`src/design/mct_pkg.sv`:
```
// Shared constants and carrier types for the temperature target port.
// Assumes a 100 MHz system clock; bus pins arrive asynchronously.
package mct_pkg;

   // -----------------------------------------------------------------
   // Bus address and strap decoding
   // -----------------------------------------------------------------
   localparam logic [4:0] ADDR_HI        = 5'h12;  // Upper five address bits
   localparam logic [1:0] STRAP_GND      = 2'h0;
   localparam logic [1:0] STRAP_VDD      = 2'h1;
   localparam logic [1:0] STRAP_SDA      = 2'h2;
   localparam logic [1:0] STRAP_SCL      = 2'h3;

   // -----------------------------------------------------------------
   // Register pointers and field positions
   // -----------------------------------------------------------------
   localparam logic [7:0] PTR_LOCAL      = 8'h00;  // Remote channels follow
   localparam int         NUM_REMOTE     = 8;
   localparam logic [7:0] PTR_STATUS     = 8'h09;  // Remote open-fault flags
   localparam logic [7:0] PTR_CONFIG     = 8'h0a;
   localparam logic [7:0] PTR_HYST       = 8'h0b;
   localparam logic [7:0] PTR_LIMIT1     = 8'h0c;
   localparam logic [7:0] PTR_LIMIT2     = 8'h0d;
   localparam int         CFG_HALT_BIT   = 5;
   localparam int         TEMP_FRAC_LSB  = 3;      // Bits below read zero
   localparam int         TEMP_BITS      = 13;

   // -----------------------------------------------------------------
   // Reset values
   // -----------------------------------------------------------------
   localparam logic [15:0] CONFIG_RST    = 16'h0000;
   localparam logic [15:0] HYST_RST      = 16'h0500;  // 10 degrees
   localparam logic [15:0] LIMIT1_RST    = 16'h5500;  // 170 degrees
   localparam logic [15:0] LIMIT2_RST    = 16'h5500;
   localparam logic [15:0] TEMP_SHORTED  = 16'h8000;  // -256 degrees

   // -----------------------------------------------------------------
   // Conversion timebase
   // -----------------------------------------------------------------
   localparam int CLK_MHZ                = 100;
   localparam int CONV_TIME_US           = 100;
   localparam int CONV_CYCLES            = CONV_TIME_US * CLK_MHZ;

   // -----------------------------------------------------------------
   // Carrier types
   // -----------------------------------------------------------------
   typedef struct packed {
      logic [TEMP_BITS-1:0] value;     // Two's complement, 1/16 degree
      logic                 shorted;   // Diode short seen
      logic                 open_flt;  // Fault comparator tripped
   } mct_sample_t;

   typedef struct packed {
      logic       start;
      logic       stop;
      logic       rise;
      logic       fall;
   } mct_bus_ev_t;

endpackage

```
`src/design/mct_i2c_target.sv`:
```
// Two-wire target engine: start/stop, address match, pointer, word access.
// Assumes SCL and SDA already synchronised into clk_sys_i.
`timescale 1ns/1ps
module mct_i2c_target (
   input  wire logic                clk_sys_i,
   input  wire logic                rst_i,
   input  wire logic                scl_i,
   input  wire logic                sda_i,
   input  wire logic [6:0]          own_addr_i,
   input  wire logic [15:0]         rd_word_i,
   output logic                     sda_oe_o,
   output logic [7:0]               ptr_o,
   output logic                     wr_stb_o,
   output logic [15:0]              wr_word_o
);

   // ------------------------------------------------------------------
   // States
   // ------------------------------------------------------------------
   typedef enum logic [2:0] {
      ST_IDLE = 3'b000,
      ST_ADDR = 3'b001,
      ST_WR   = 3'b011,
      ST_RD   = 3'b010,
      ST_ACK  = 3'b110,
      ST_RACK = 3'b111
   } mct_state_t;

   mct_state_t  st_q, st_d;
   logic        scl_q, sda_q;
   logic [7:0]  sh_q;
   logic [3:0]  bit_q;
   logic [1:0]  wcnt_q;
   logic        rnw_q, nack_q, rbyte_q;
   logic [7:0]  ptr_q, hi_q;
   logic        oe_q, stb_q;
   logic [15:0] wword_q;

   // Edge and condition decode
   wire scl_rise = scl_i & ~scl_q;
   wire scl_fall = ~scl_i & scl_q;
   wire start_ev = scl_i & scl_q & sda_q & ~sda_i;
   wire stop_ev  = scl_i & scl_q & ~sda_q & sda_i;
   wire byte_end = (bit_q == 4'd8);
   wire addr_hit = (sh_q[7:1] == own_addr_i);
   wire [7:0] rd_byte = rbyte_q ? rd_word_i[7:0] : rd_word_i[15:8];
   wire [7:0] nx_byte = rbyte_q ? rd_word_i[15:8] : rd_word_i[7:0];  // Byte after controller ack

   assign sda_oe_o  = oe_q;        // never drives SCL
   assign ptr_o     = ptr_q;
   assign wr_stb_o  = stb_q;
   assign wr_word_o = wword_q;

   // Sampling pipeline
   always_ff @(posedge clk_sys_i or posedge rst_i) begin
      if (rst_i) begin
         scl_q <= 1'b1;
         sda_q <= 1'b1;
      end else begin
         scl_q <= scl_i;
         sda_q <= sda_i;
      end
   end

   // Main protocol sequencer
   always_ff @(posedge clk_sys_i or posedge rst_i) begin
      if (rst_i) begin
         st_q    <= ST_IDLE;
         sh_q    <= 8'h00;
         bit_q   <= 4'd0;
         wcnt_q  <= 2'd0;
         rnw_q   <= 1'b0;
         nack_q  <= 1'b0;
         rbyte_q <= 1'b0;
         ptr_q   <= 8'h00;
         hi_q    <= 8'h00;
         oe_q    <= 1'b0;
         stb_q   <= 1'b0;
         wword_q <= 16'h0000;
      end else begin
         stb_q <= 1'b0;
         if (start_ev) begin
            st_q   <= ST_ADDR;
            bit_q  <= 4'd0;
            wcnt_q <= 2'd0;                           // partial word dropped
            oe_q   <= 1'b0;
         end else if (stop_ev) begin
            st_q <= ST_IDLE;
            oe_q <= 1'b0;
         end else begin
            case (st_q)
               ST_IDLE: begin
                  oe_q <= 1'b0;
               end
               ST_ADDR, ST_WR: begin
                  if (scl_rise && !byte_end) begin    // MSB first
                     sh_q  <= {sh_q[6:0], sda_i};
                     bit_q <= bit_q + 4'd1;
                  end
                  if (scl_fall && byte_end) begin
                     bit_q <= 4'd0;
                     if (st_q == ST_ADDR) begin
                        if (addr_hit) begin
                           oe_q    <= 1'b1;
                           rnw_q   <= sh_q[0];
                           rbyte_q <= 1'b0;
                           st_q    <= ST_ACK;
                        end else begin
                           st_q <= ST_IDLE;
                        end
                     end else begin
                        oe_q <= 1'b1;
                        st_q <= ST_ACK;
                        case (wcnt_q)
                           2'd0: ptr_q <= sh_q;
                           2'd1: hi_q  <= sh_q;
                           default: begin             // commit on ack
                              wword_q <= {hi_q, sh_q};
                              stb_q   <= 1'b1;
                           end
                        endcase
                        wcnt_q <= (wcnt_q == 2'd2) ? 2'd1 : wcnt_q + 2'd1;
                     end
                  end
               end
               ST_ACK: begin
                  if (scl_fall) begin
                     if (rnw_q) begin
                        st_q  <= ST_RD;
                        oe_q  <= ~rd_byte[7];
                        sh_q  <= {rd_byte[6:0], 1'b0};
                        bit_q <= 4'd1;
                     end else begin
                        st_q <= ST_WR;
                        oe_q <= 1'b0;
                     end
                  end
               end
               ST_RD: begin
                  if (scl_fall) begin
                     if (byte_end) begin
                        oe_q <= 1'b0;                 // Controller acks
                        st_q <= ST_RACK;
                     end else begin
                        oe_q  <= ~sh_q[7];
                        sh_q  <= {sh_q[6:0], 1'b0};
                        bit_q <= bit_q + 4'd1;
                     end
                  end
               end
               ST_RACK: begin
                  if (scl_rise) begin
                     nack_q <= sda_i;
                  end
                  if (scl_fall) begin
                     if (nack_q) begin
                        st_q <= ST_IDLE;
                     end else begin
                        rbyte_q <= ~rbyte_q;
                        st_q    <= ST_RD;             // Next byte MSB on this fall
                        oe_q    <= ~nx_byte[7];
                        sh_q    <= {nx_byte[6:0], 1'b0};
                        bit_q   <= 4'd1;
                     end
                  end
               end
               default: st_q <= ST_IDLE;
            endcase
         end
      end
   end

endmodule // mct_i2c_target

```
`src/design/mct_readout_top.sv`:
```
// Temperature readout top: results, faults, alerts, halt control, target port.
// Assumes analog results arrive as samples; pins are asynchronous.
//
// Overview of operation
// - Temperatures have 13 bits, one count is 0.0625 degrees.
// - Two-byte word, upper byte LSB is 2 degrees, low byte MSB is 1 degree, rest fractional.
// - Negative values in two's complement, span -256 to 255.9375.
// - Shorted remote diode returns -256 degrees code.
// - Open or miswired remote diode detected by supply comparator.
// - Comparator sampled all conversion; fault sets channel open flag.
// - One hysteresis value serves both alert outputs.
// - Halt bit 5 set: finish current conversion, then stop.
// - Halt bit low: convert continuously, no trigger.
// - Halted: only serial port stays alive for accesses.
// - Device is target only, never drives clock.
// - Fast mode to 400 kHz, high speed to 2.56 MHz.
// - Bytes travel MSB first both ways.
// - Start is data falling while clock high.
// - Stop is data rising while clock high.
// - Matching target pulls data low on ninth clock after address.
// - Each byte eight clocks plus receiver acknowledge.
// - Data changes during clock high are start or stop.
// - Writes carry two bytes; commit at second byte acknowledge.
// - First byte after write address is the pointer.
// - Pointer kept across reads; upper byte first.
// - Write ending early leaves register unchanged.
// - Address low bits from strap: ground, supply, data, clock.
`timescale 1ns/1ps
module mct_readout_top (
   input  wire logic                       clk_sys_i,
   input  wire logic                       rst_i,
   input  wire logic                       scl_i,
   input  wire logic                       sda_i,
   output logic                            sda_o,
   output logic                            sda_oe_o,
   input  wire logic                       strap_gnd_i,
   input  wire logic                       strap_vdd_i,
   input  wire logic                       strap_sda_i,
   input  wire logic                       strap_scl_i,
   input  wire mct_pkg::mct_sample_t       local_sample_i,
   input  wire mct_pkg::mct_sample_t [7:0] remote_sample_i,
   input  wire logic [7:0]                 fault_cmp_i,
   output logic                            conv_busy_o,
   output logic                            analog_pwr_en_o,
   output logic                            primary_overtemp_alert_out,
   output logic                            secondary_overtemp_alert_out
);

   // ------------------------------------------------------------------
   // Pin synchronisers
   // ------------------------------------------------------------------
   logic [1:0] scl_s_q, sda_s_q;
   logic [7:0] flt_s1_q, flt_s2_q;

   always_ff @(posedge clk_sys_i or posedge rst_i) begin
      if (rst_i) begin
         scl_s_q  <= 2'b11;
         sda_s_q  <= 2'b11;
         flt_s1_q <= 8'h00;
         flt_s2_q <= 8'h00;
      end else begin
         scl_s_q  <= {scl_s_q[0], scl_i};
         sda_s_q  <= {sda_s_q[0], sda_i};
         flt_s1_q <= fault_cmp_i;
         flt_s2_q <= flt_s1_q;
      end
   end

   // ------------------------------------------------------------------
   // Strap capture after reset release
   // ------------------------------------------------------------------
   logic [1:0] strap_q;
   logic       strap_done_q;
   wire  [1:0] strap_code = strap_vdd_i ? mct_pkg::STRAP_VDD :
                            strap_sda_i ? mct_pkg::STRAP_SDA :
                            strap_scl_i ? mct_pkg::STRAP_SCL : mct_pkg::STRAP_GND;
   wire  [6:0] own_addr   = {mct_pkg::ADDR_HI, strap_q};

   always_ff @(posedge clk_sys_i or posedge rst_i) begin
      if (rst_i) begin
         strap_q      <= 2'b00;
         strap_done_q <= 1'b0;
      end else if (!strap_done_q) begin
         strap_q      <= strap_code;
         strap_done_q <= 1'b1;
      end
   end

   // ------------------------------------------------------------------
   // Serial target engine
   // ------------------------------------------------------------------
   logic [7:0]  ptr;
   logic        wr_stb;
   logic [15:0] wr_word;
   logic [15:0] rd_word;

   mct_i2c_target u_target (
      .clk_sys_i  (clk_sys_i),
      .rst_i      (rst_i),
      .scl_i      (scl_s_q[1]),
      .sda_i      (sda_s_q[1]),
      .own_addr_i (own_addr),
      .rd_word_i  (rd_word),
      .sda_oe_o   (sda_oe_o),
      .ptr_o      (ptr),
      .wr_stb_o   (wr_stb),
      .wr_word_o  (wr_word)
   );

   assign sda_o = 1'b0;   // Open drain: only pulls low

   // ------------------------------------------------------------------
   // Writable registers
   // ------------------------------------------------------------------
   logic [15:0] cfg_q, hyst_q, lim1_q, lim2_q;

   always_ff @(posedge clk_sys_i or posedge rst_i) begin
      if (rst_i) begin
         cfg_q  <= mct_pkg::CONFIG_RST;
         hyst_q <= mct_pkg::HYST_RST;
         lim1_q <= mct_pkg::LIMIT1_RST;
         lim2_q <= mct_pkg::LIMIT2_RST;
      end else if (wr_stb) begin
         if (ptr == mct_pkg::PTR_CONFIG) cfg_q  <= wr_word;
         if (ptr == mct_pkg::PTR_HYST)   hyst_q <= wr_word;
         if (ptr == mct_pkg::PTR_LIMIT1) lim1_q <= wr_word;
         if (ptr == mct_pkg::PTR_LIMIT2) lim2_q <= wr_word;
      end
   end

   wire halt_after_conversion_bit = cfg_q[mct_pkg::CFG_HALT_BIT];

   // ------------------------------------------------------------------
   // Conversion timebase
   // ------------------------------------------------------------------
   typedef enum logic [1:0] {
      CV_RUN  = 2'b00,
      CV_DONE = 2'b01,
      CV_HALT = 2'b11
   } mct_conv_t;

   mct_conv_t   cv_q;
   logic [16:0] cnt_q;
   wire         conv_end = (cnt_q == 17'(mct_pkg::CONV_CYCLES - 1));

   always_ff @(posedge clk_sys_i or posedge rst_i) begin
      if (rst_i) begin
         cv_q  <= CV_RUN;
         cnt_q <= 17'h00000;
      end else begin
         case (cv_q)
            CV_RUN: begin
               cnt_q <= conv_end ? 17'h00000 : cnt_q + 17'h00001;
               if (conv_end) cv_q <= CV_DONE;
            end
            CV_DONE: begin
               cv_q <= halt_after_conversion_bit ? CV_HALT : CV_RUN;
            end
            CV_HALT: begin
               if (!halt_after_conversion_bit) cv_q <= CV_RUN;
            end
            default: cv_q <= CV_RUN;
         endcase
      end
   end

   assign conv_busy_o     = (cv_q == CV_RUN);
   assign analog_pwr_en_o = (cv_q != CV_HALT);

   // ------------------------------------------------------------------
   // Result formatting and fault capture
   // ------------------------------------------------------------------
   function automatic logic [15:0] fmt_temp(input mct_pkg::mct_sample_t s);
      if (s.shorted) fmt_temp = mct_pkg::TEMP_SHORTED;
      else           fmt_temp = {s.value, 3'b000};
   endfunction

   logic [15:0] temp_q [0:mct_pkg::NUM_REMOTE];
   logic [7:0]  flt_acc_q;
   logic [7:0]  remote_open_fault_flag;

   always_ff @(posedge clk_sys_i or posedge rst_i) begin
      if (rst_i) begin
         flt_acc_q <= 8'h00;
         remote_open_fault_flag <= 8'h00;
      end else if (cv_q == CV_RUN) begin
         flt_acc_q <= conv_end ? 8'h00 : flt_acc_q | flt_s2_q;
         if (conv_end) remote_open_fault_flag <= flt_acc_q | flt_s2_q;
      end
   end

   genvar g;
   generate
      for (g = 0; g <= mct_pkg::NUM_REMOTE; g++) begin : g_res
         always_ff @(posedge clk_sys_i or posedge rst_i) begin
            if (rst_i) begin
               temp_q[g] <= 16'h0000;
            end else if (cv_q == CV_RUN && conv_end) begin
               temp_q[g] <= fmt_temp(g == 0 ? local_sample_i : remote_sample_i[(g == 0) ? 0 : g - 1]);
            end
         end
      end
   endgenerate

   // ------------------------------------------------------------------
   // Read multiplexer
   // ------------------------------------------------------------------
   wire is_temp = (ptr <= 8'(mct_pkg::NUM_REMOTE));
   assign rd_word = is_temp                       ? temp_q[ptr[3:0]] :
                    (ptr == mct_pkg::PTR_STATUS)  ? {8'h00, remote_open_fault_flag} :
                    (ptr == mct_pkg::PTR_CONFIG)  ? cfg_q :
                    (ptr == mct_pkg::PTR_HYST)    ? hyst_q :
                    (ptr == mct_pkg::PTR_LIMIT1)  ? lim1_q :
                    (ptr == mct_pkg::PTR_LIMIT2)  ? lim2_q : 16'h0000;

   // ------------------------------------------------------------------
   // Over-temperature alerts with shared hysteresis
   // ------------------------------------------------------------------
   logic [8:0] above1, below1, above2, below2;
   logic       alert1_q, alert2_q;

   generate
      for (g = 0; g <= mct_pkg::NUM_REMOTE; g++) begin : g_cmp
         assign above1[g] = $signed(temp_q[g]) > $signed(lim1_q);
         assign below1[g] = $signed(temp_q[g]) <= $signed(16'(lim1_q - hyst_q));
         assign above2[g] = $signed(temp_q[g]) > $signed(lim2_q);
         assign below2[g] = $signed(temp_q[g]) <= $signed(16'(lim2_q - hyst_q));
      end
   endgenerate

   always_ff @(posedge clk_sys_i or posedge rst_i) begin
      if (rst_i) begin
         alert1_q <= 1'b0;
         alert2_q <= 1'b0;
      end else begin
         if (|above1) alert1_q <= 1'b1;
         else if (&below1) alert1_q <= 1'b0;
         if (|above2) alert2_q <= 1'b1;
         else if (&below2) alert2_q <= 1'b0;
      end
   end

   assign primary_overtemp_alert_out   = alert1_q;
   assign secondary_overtemp_alert_out = alert2_q;

endmodule // mct_readout_top

```
`config.mk`:
```
export PLATFORM = sky130hd
export DESIGN_NAME = mct_readout_top
export DESIGN_NICKNAME = d
export VERILOG_FILES = /design/src/design/mct_pkg.sv /design/src/design/mct_i2c_target.sv /design/src/design/mct_readout_top.sv
export SDC_FILE = /design/constraint.sdc
export NUM_CORES = 1
export LEC_CHECK = 0
export BUFFER_PORTS_ARGS = -buffer_cell sky130_fd_sc_hd__buf_2
export CORE_AREA = 2 2 229 231
export DETAILED_ROUTE_END_ITERATION = 8
export DIE_AREA = 0 0 231 233
export PLACE_DENSITY = 0.67
export SETUP_SLACK_MARGIN = 0.02
export SLEW_MARGIN = 5
export SYNTH_ARGS = -nofsm -noshare
export SYNTH_HDL_FRONTEND = slang
export SYNTH_SLANG_ARGS = --single-unit
export TNS_END_PERCENT = 50
```
`constraint.sdc`:
```
create_clock -name clk_sys_i -period 13 [get_ports clk_sys_i]
set_input_delay 2.6 -clock clk_sys_i [delete_from_list [all_inputs] [get_ports clk_sys_i]]
set_output_delay 2.6 -clock clk_sys_i [all_outputs]
set_load 0.01 [all_outputs]
```
==> results.cfg <==
[clock_tree]
cts_root_buffer = clkbuf_16
cts_resized = 0
cts_max_level = 2
postCtsSetupBuffers = 0
clk_latency_ns = 0.57
clkTransAtPathRegs_ns = 0.06
cts_buffer_depth = 3
cts_made_buffers = 36
holdBufCountCts = 0
cts_tree = built
clock-sinks = 297

[yosys]
ys_top_cells_by_area = dfrtp_1 (28%), ha_1 (23%), nand2_1 (5.6%)
ys.flop_type = dfrtp_1
synth_top_area_share_pct = 27.6
yosysWarnings = 0
synthCells = 2712
synthArstFlopShare_pct = 100
synth_edf_count = 0
synth_top_family_by_area = adder cells
synthTopCellsByCount = ha_1 (465), nand2_1 (377), dfrtp_1 (281)
synth.most_common_cell = ha_1
yosysSeqAreaShare_pct = 29.3
synthMuxAreaShare_pct = 7.48
synth_compound_area_share_pct = 13.3
syn-cell-area_um2 = 25500
ys_ff_latch = 297
synth_nets = 3330
synth_xor_xnor_area_share_pct = 3.04
synth_fa_ha_area_share_pct = 24.3
synth_simple_gate_area_share_pct = 19.9
synth_area_per_cell_um2 = 9.39
synth_cell_types = 89
yosysTopAreaCell = dfrtp_1

[final_layout]
area_growth_pct = 10.9
final_cells = 3554
ff_latch_area_um2 = 7450
fin_nets = 3465
fillers = 4608
multi_input_area_um2 = 17400
final_layout_size_suffix_gt1_share_pct = 14.6
diodes = 0

[timing]
slew_viol_final = 0
worst_pin_slew_ns = 1.23
skew_ns = 0.0226
fin_setup_tns_ns = 0
hold_viol_final = 0
fin_ws_ns = 6.90
rsz0062_at_grt = false
maxSlewHeadroom_pct = 18.2
fmax_mhz = 164
hold_ws_ns = 0.347
finalSetupViolations = 0
period_share_pct = 46.9
period_needed_ns = 6.10

[floorplan]
start_util_pct = 49.8
pin_count = 157
fp.dieH_um = 233
die_area_um2 = 53800
die_w_um = 231
fp.coreArea_um2 = 51100
num_rows = 83

[routing]
vias = 22600
via_per_inst = 6.36
wl_per_cell_um = 24.5
wl_mm = 87.2
ant_nets = 0
first_pass_iters = 6
dr.first_iter.drc_count = 1958
remaining_drc_errors = 0

[worst_hold_path]
hp-class = reg -> reg
whs_path_depth = 0
min_from = flt_s1_q[2]$_DFF_PP0_

[grt]
grt_pass1_vias = 22500
gr-total-overflow = 0
grt_max_degree = 167
antenna_found_initial = 0
grt.total_usage_pct = 32.5
grt_pass1_wl_mm = 132

[pwr]
power.density_nw_per_um2 = 77.4
power_leakage_nw = 12.2
design_power_total_mw = 2.18
ir_drop_mv = 0.104

[placement]
place_inst = 3489
place_ws_ns = 7.06
gp_congestion = 0.977
port_buffers = 145
dpl.hpwl_mm = 63.1

[setup_path]
worstPathMaxFanout = 9
crit_type = reg -> reg
critPathLaunchType = flop
r2r_start = hyst_q[8]$_DFFE_PP1P_
cp-startpoint = hyst_q[8]$_DFFE_PP1P_
cp-end-kind = flop
crit_required_ns = 13.41
r2r_cells = 18
arrival_ns = 6.51

[run_status]
status = completed

[flow_run]
drv_cap = 0
## state kept, by name, indices dropped and copies added (netlist names), 2 cells and up
name / flops
temp_q: 117
cnt_q: 17
cfg_q: 16
hyst_q: 16
lim1_q: 16
lim2_q: 16
u_target.wr_word_o: 16
flt_acc_q: 8
flt_s1_q: 8
flt_s2_q: 8
remote_open_fault_flag: 8
u_target.hi_q: 8
u_target.ptr_o: 8
u_target.sh_q: 8
u_target.bit_q: 4
u_target.st_q: 3
cv_q: 2
scl_s_q: 2
sda_s_q: 2
strap_q: 2
u_target.wcnt_q: 2
## routing by layer
layer	share of wire [%]	vias to the layer above	global-route usage [%]
met5	0	-	0
met4	7.2	0	20.3
met3	8.6	292	6.42
met2	44	1039	51.7
met1	40	10900	40.6
li1	-	10300	-
## report_power, final
group	switching, mW	internal (mW)	total (mW)
sequential	0.0459	0.952	0.998
clock	0.427	0.574	1.00
combinational	0.108	0.0783	0.186
## placed cells by master (no fill, tap or decap), types with 11 or more instances in the layout
cell,Yosys,final
nor2_1,133,133
mux4_2,26,26
nand3_1,51,51
buf_4,2,40
xnor2_1,37,36
and3_1,18,18
o21ai_0,132,132
a211oi_1,14,14
mux2_2,102,102
inv_1,86,85
clkbuf_16,0,37
nand3b_1,112,112
nand2_1,377,376
nor2b_1,63,63
a222oi_1,15,15
dfstp_2,16,16
nor4_1,17,16
a21o_1,83,83
xor2_1,34,32
a31oi_1,28,28
nand2b_1,28,28
mux2i_1,17,17
ha_1,465,465
buf_2,3,145
clkbuf_1,73,11
maj3_1,30,30
dfrtp_1,281,281
nor3_1,39,39
and4_1,23,23
a21oi_1,157,157
nand4_1,75,75
## worst max-delay path, stage by stage, from the launching register on
cell,delay [ns]
dfstp_2,0.54
inv_1,0.07
ha_1,0.38
and3_1,0.19
and3_4,0.19
a221oi_4,0.68
o21bai_1,0.12
a21o_1,0.24
a21o_1,0.19
a21oi_1,0.23
xor2_2,0.82
ha_1,0.40
and3_1,0.20
a2111o_1,0.42
a211oi_1,0.25
a221o_1,0.21
o311ai_1,0.26
o41ai_1,0.42
nand4_1,0.12
## logic make-up (layout without fill, tap and decap cells)
group           after synthesis  count (layout)
flops                       297             297
mux                         145             145
compound gates              528             528
simple gates                987             987
xor+xnor                     78              78
buf+inv                     175             337
other cells                   2               2
fa+ha+maj                   500             500
## final cells by class
type | count | share of cell area (%)
multi-input cells | 2240 | 61.6
well taps | 680 | 3.01
clock buffers | 52 | 3.62
clock inverters | 13 | 0.510
flip-flops and latches | 297 | 26.4
repair buffers | 186 | 3.71
inverters | 86 | 1.17
## worst paths after layout
check	slack, ns	end
worst max-delay path	6.90	secondary_overtemp_alert_out$_DFFE_PP0P_
worst min-delay path	0.35	flt_s2_q[2]$_DFF_PP0_
worst max register to register	6.90	secondary_overtemp_alert_out$_DFFE_PP0P_
worst min register to register	0.35	flt_s2_q[2]$_DFF_PP0_
max in group asynchronous	9.38	temp_q[85]$_DFFE_PP0P_
min in group asynchronous	2.21	u_target.st_q[2]$_DFFE_PP0P_
## through the flow
stage	cell area (um2)	util, %
after floorplan	25500	-
after global placement	27100	53.0
after detailed placement	27100	53.0
after CTS	28200	55.2
after global routing	28200	55.2
final	28200	55.2
Power figures use the tool's default switching activity.
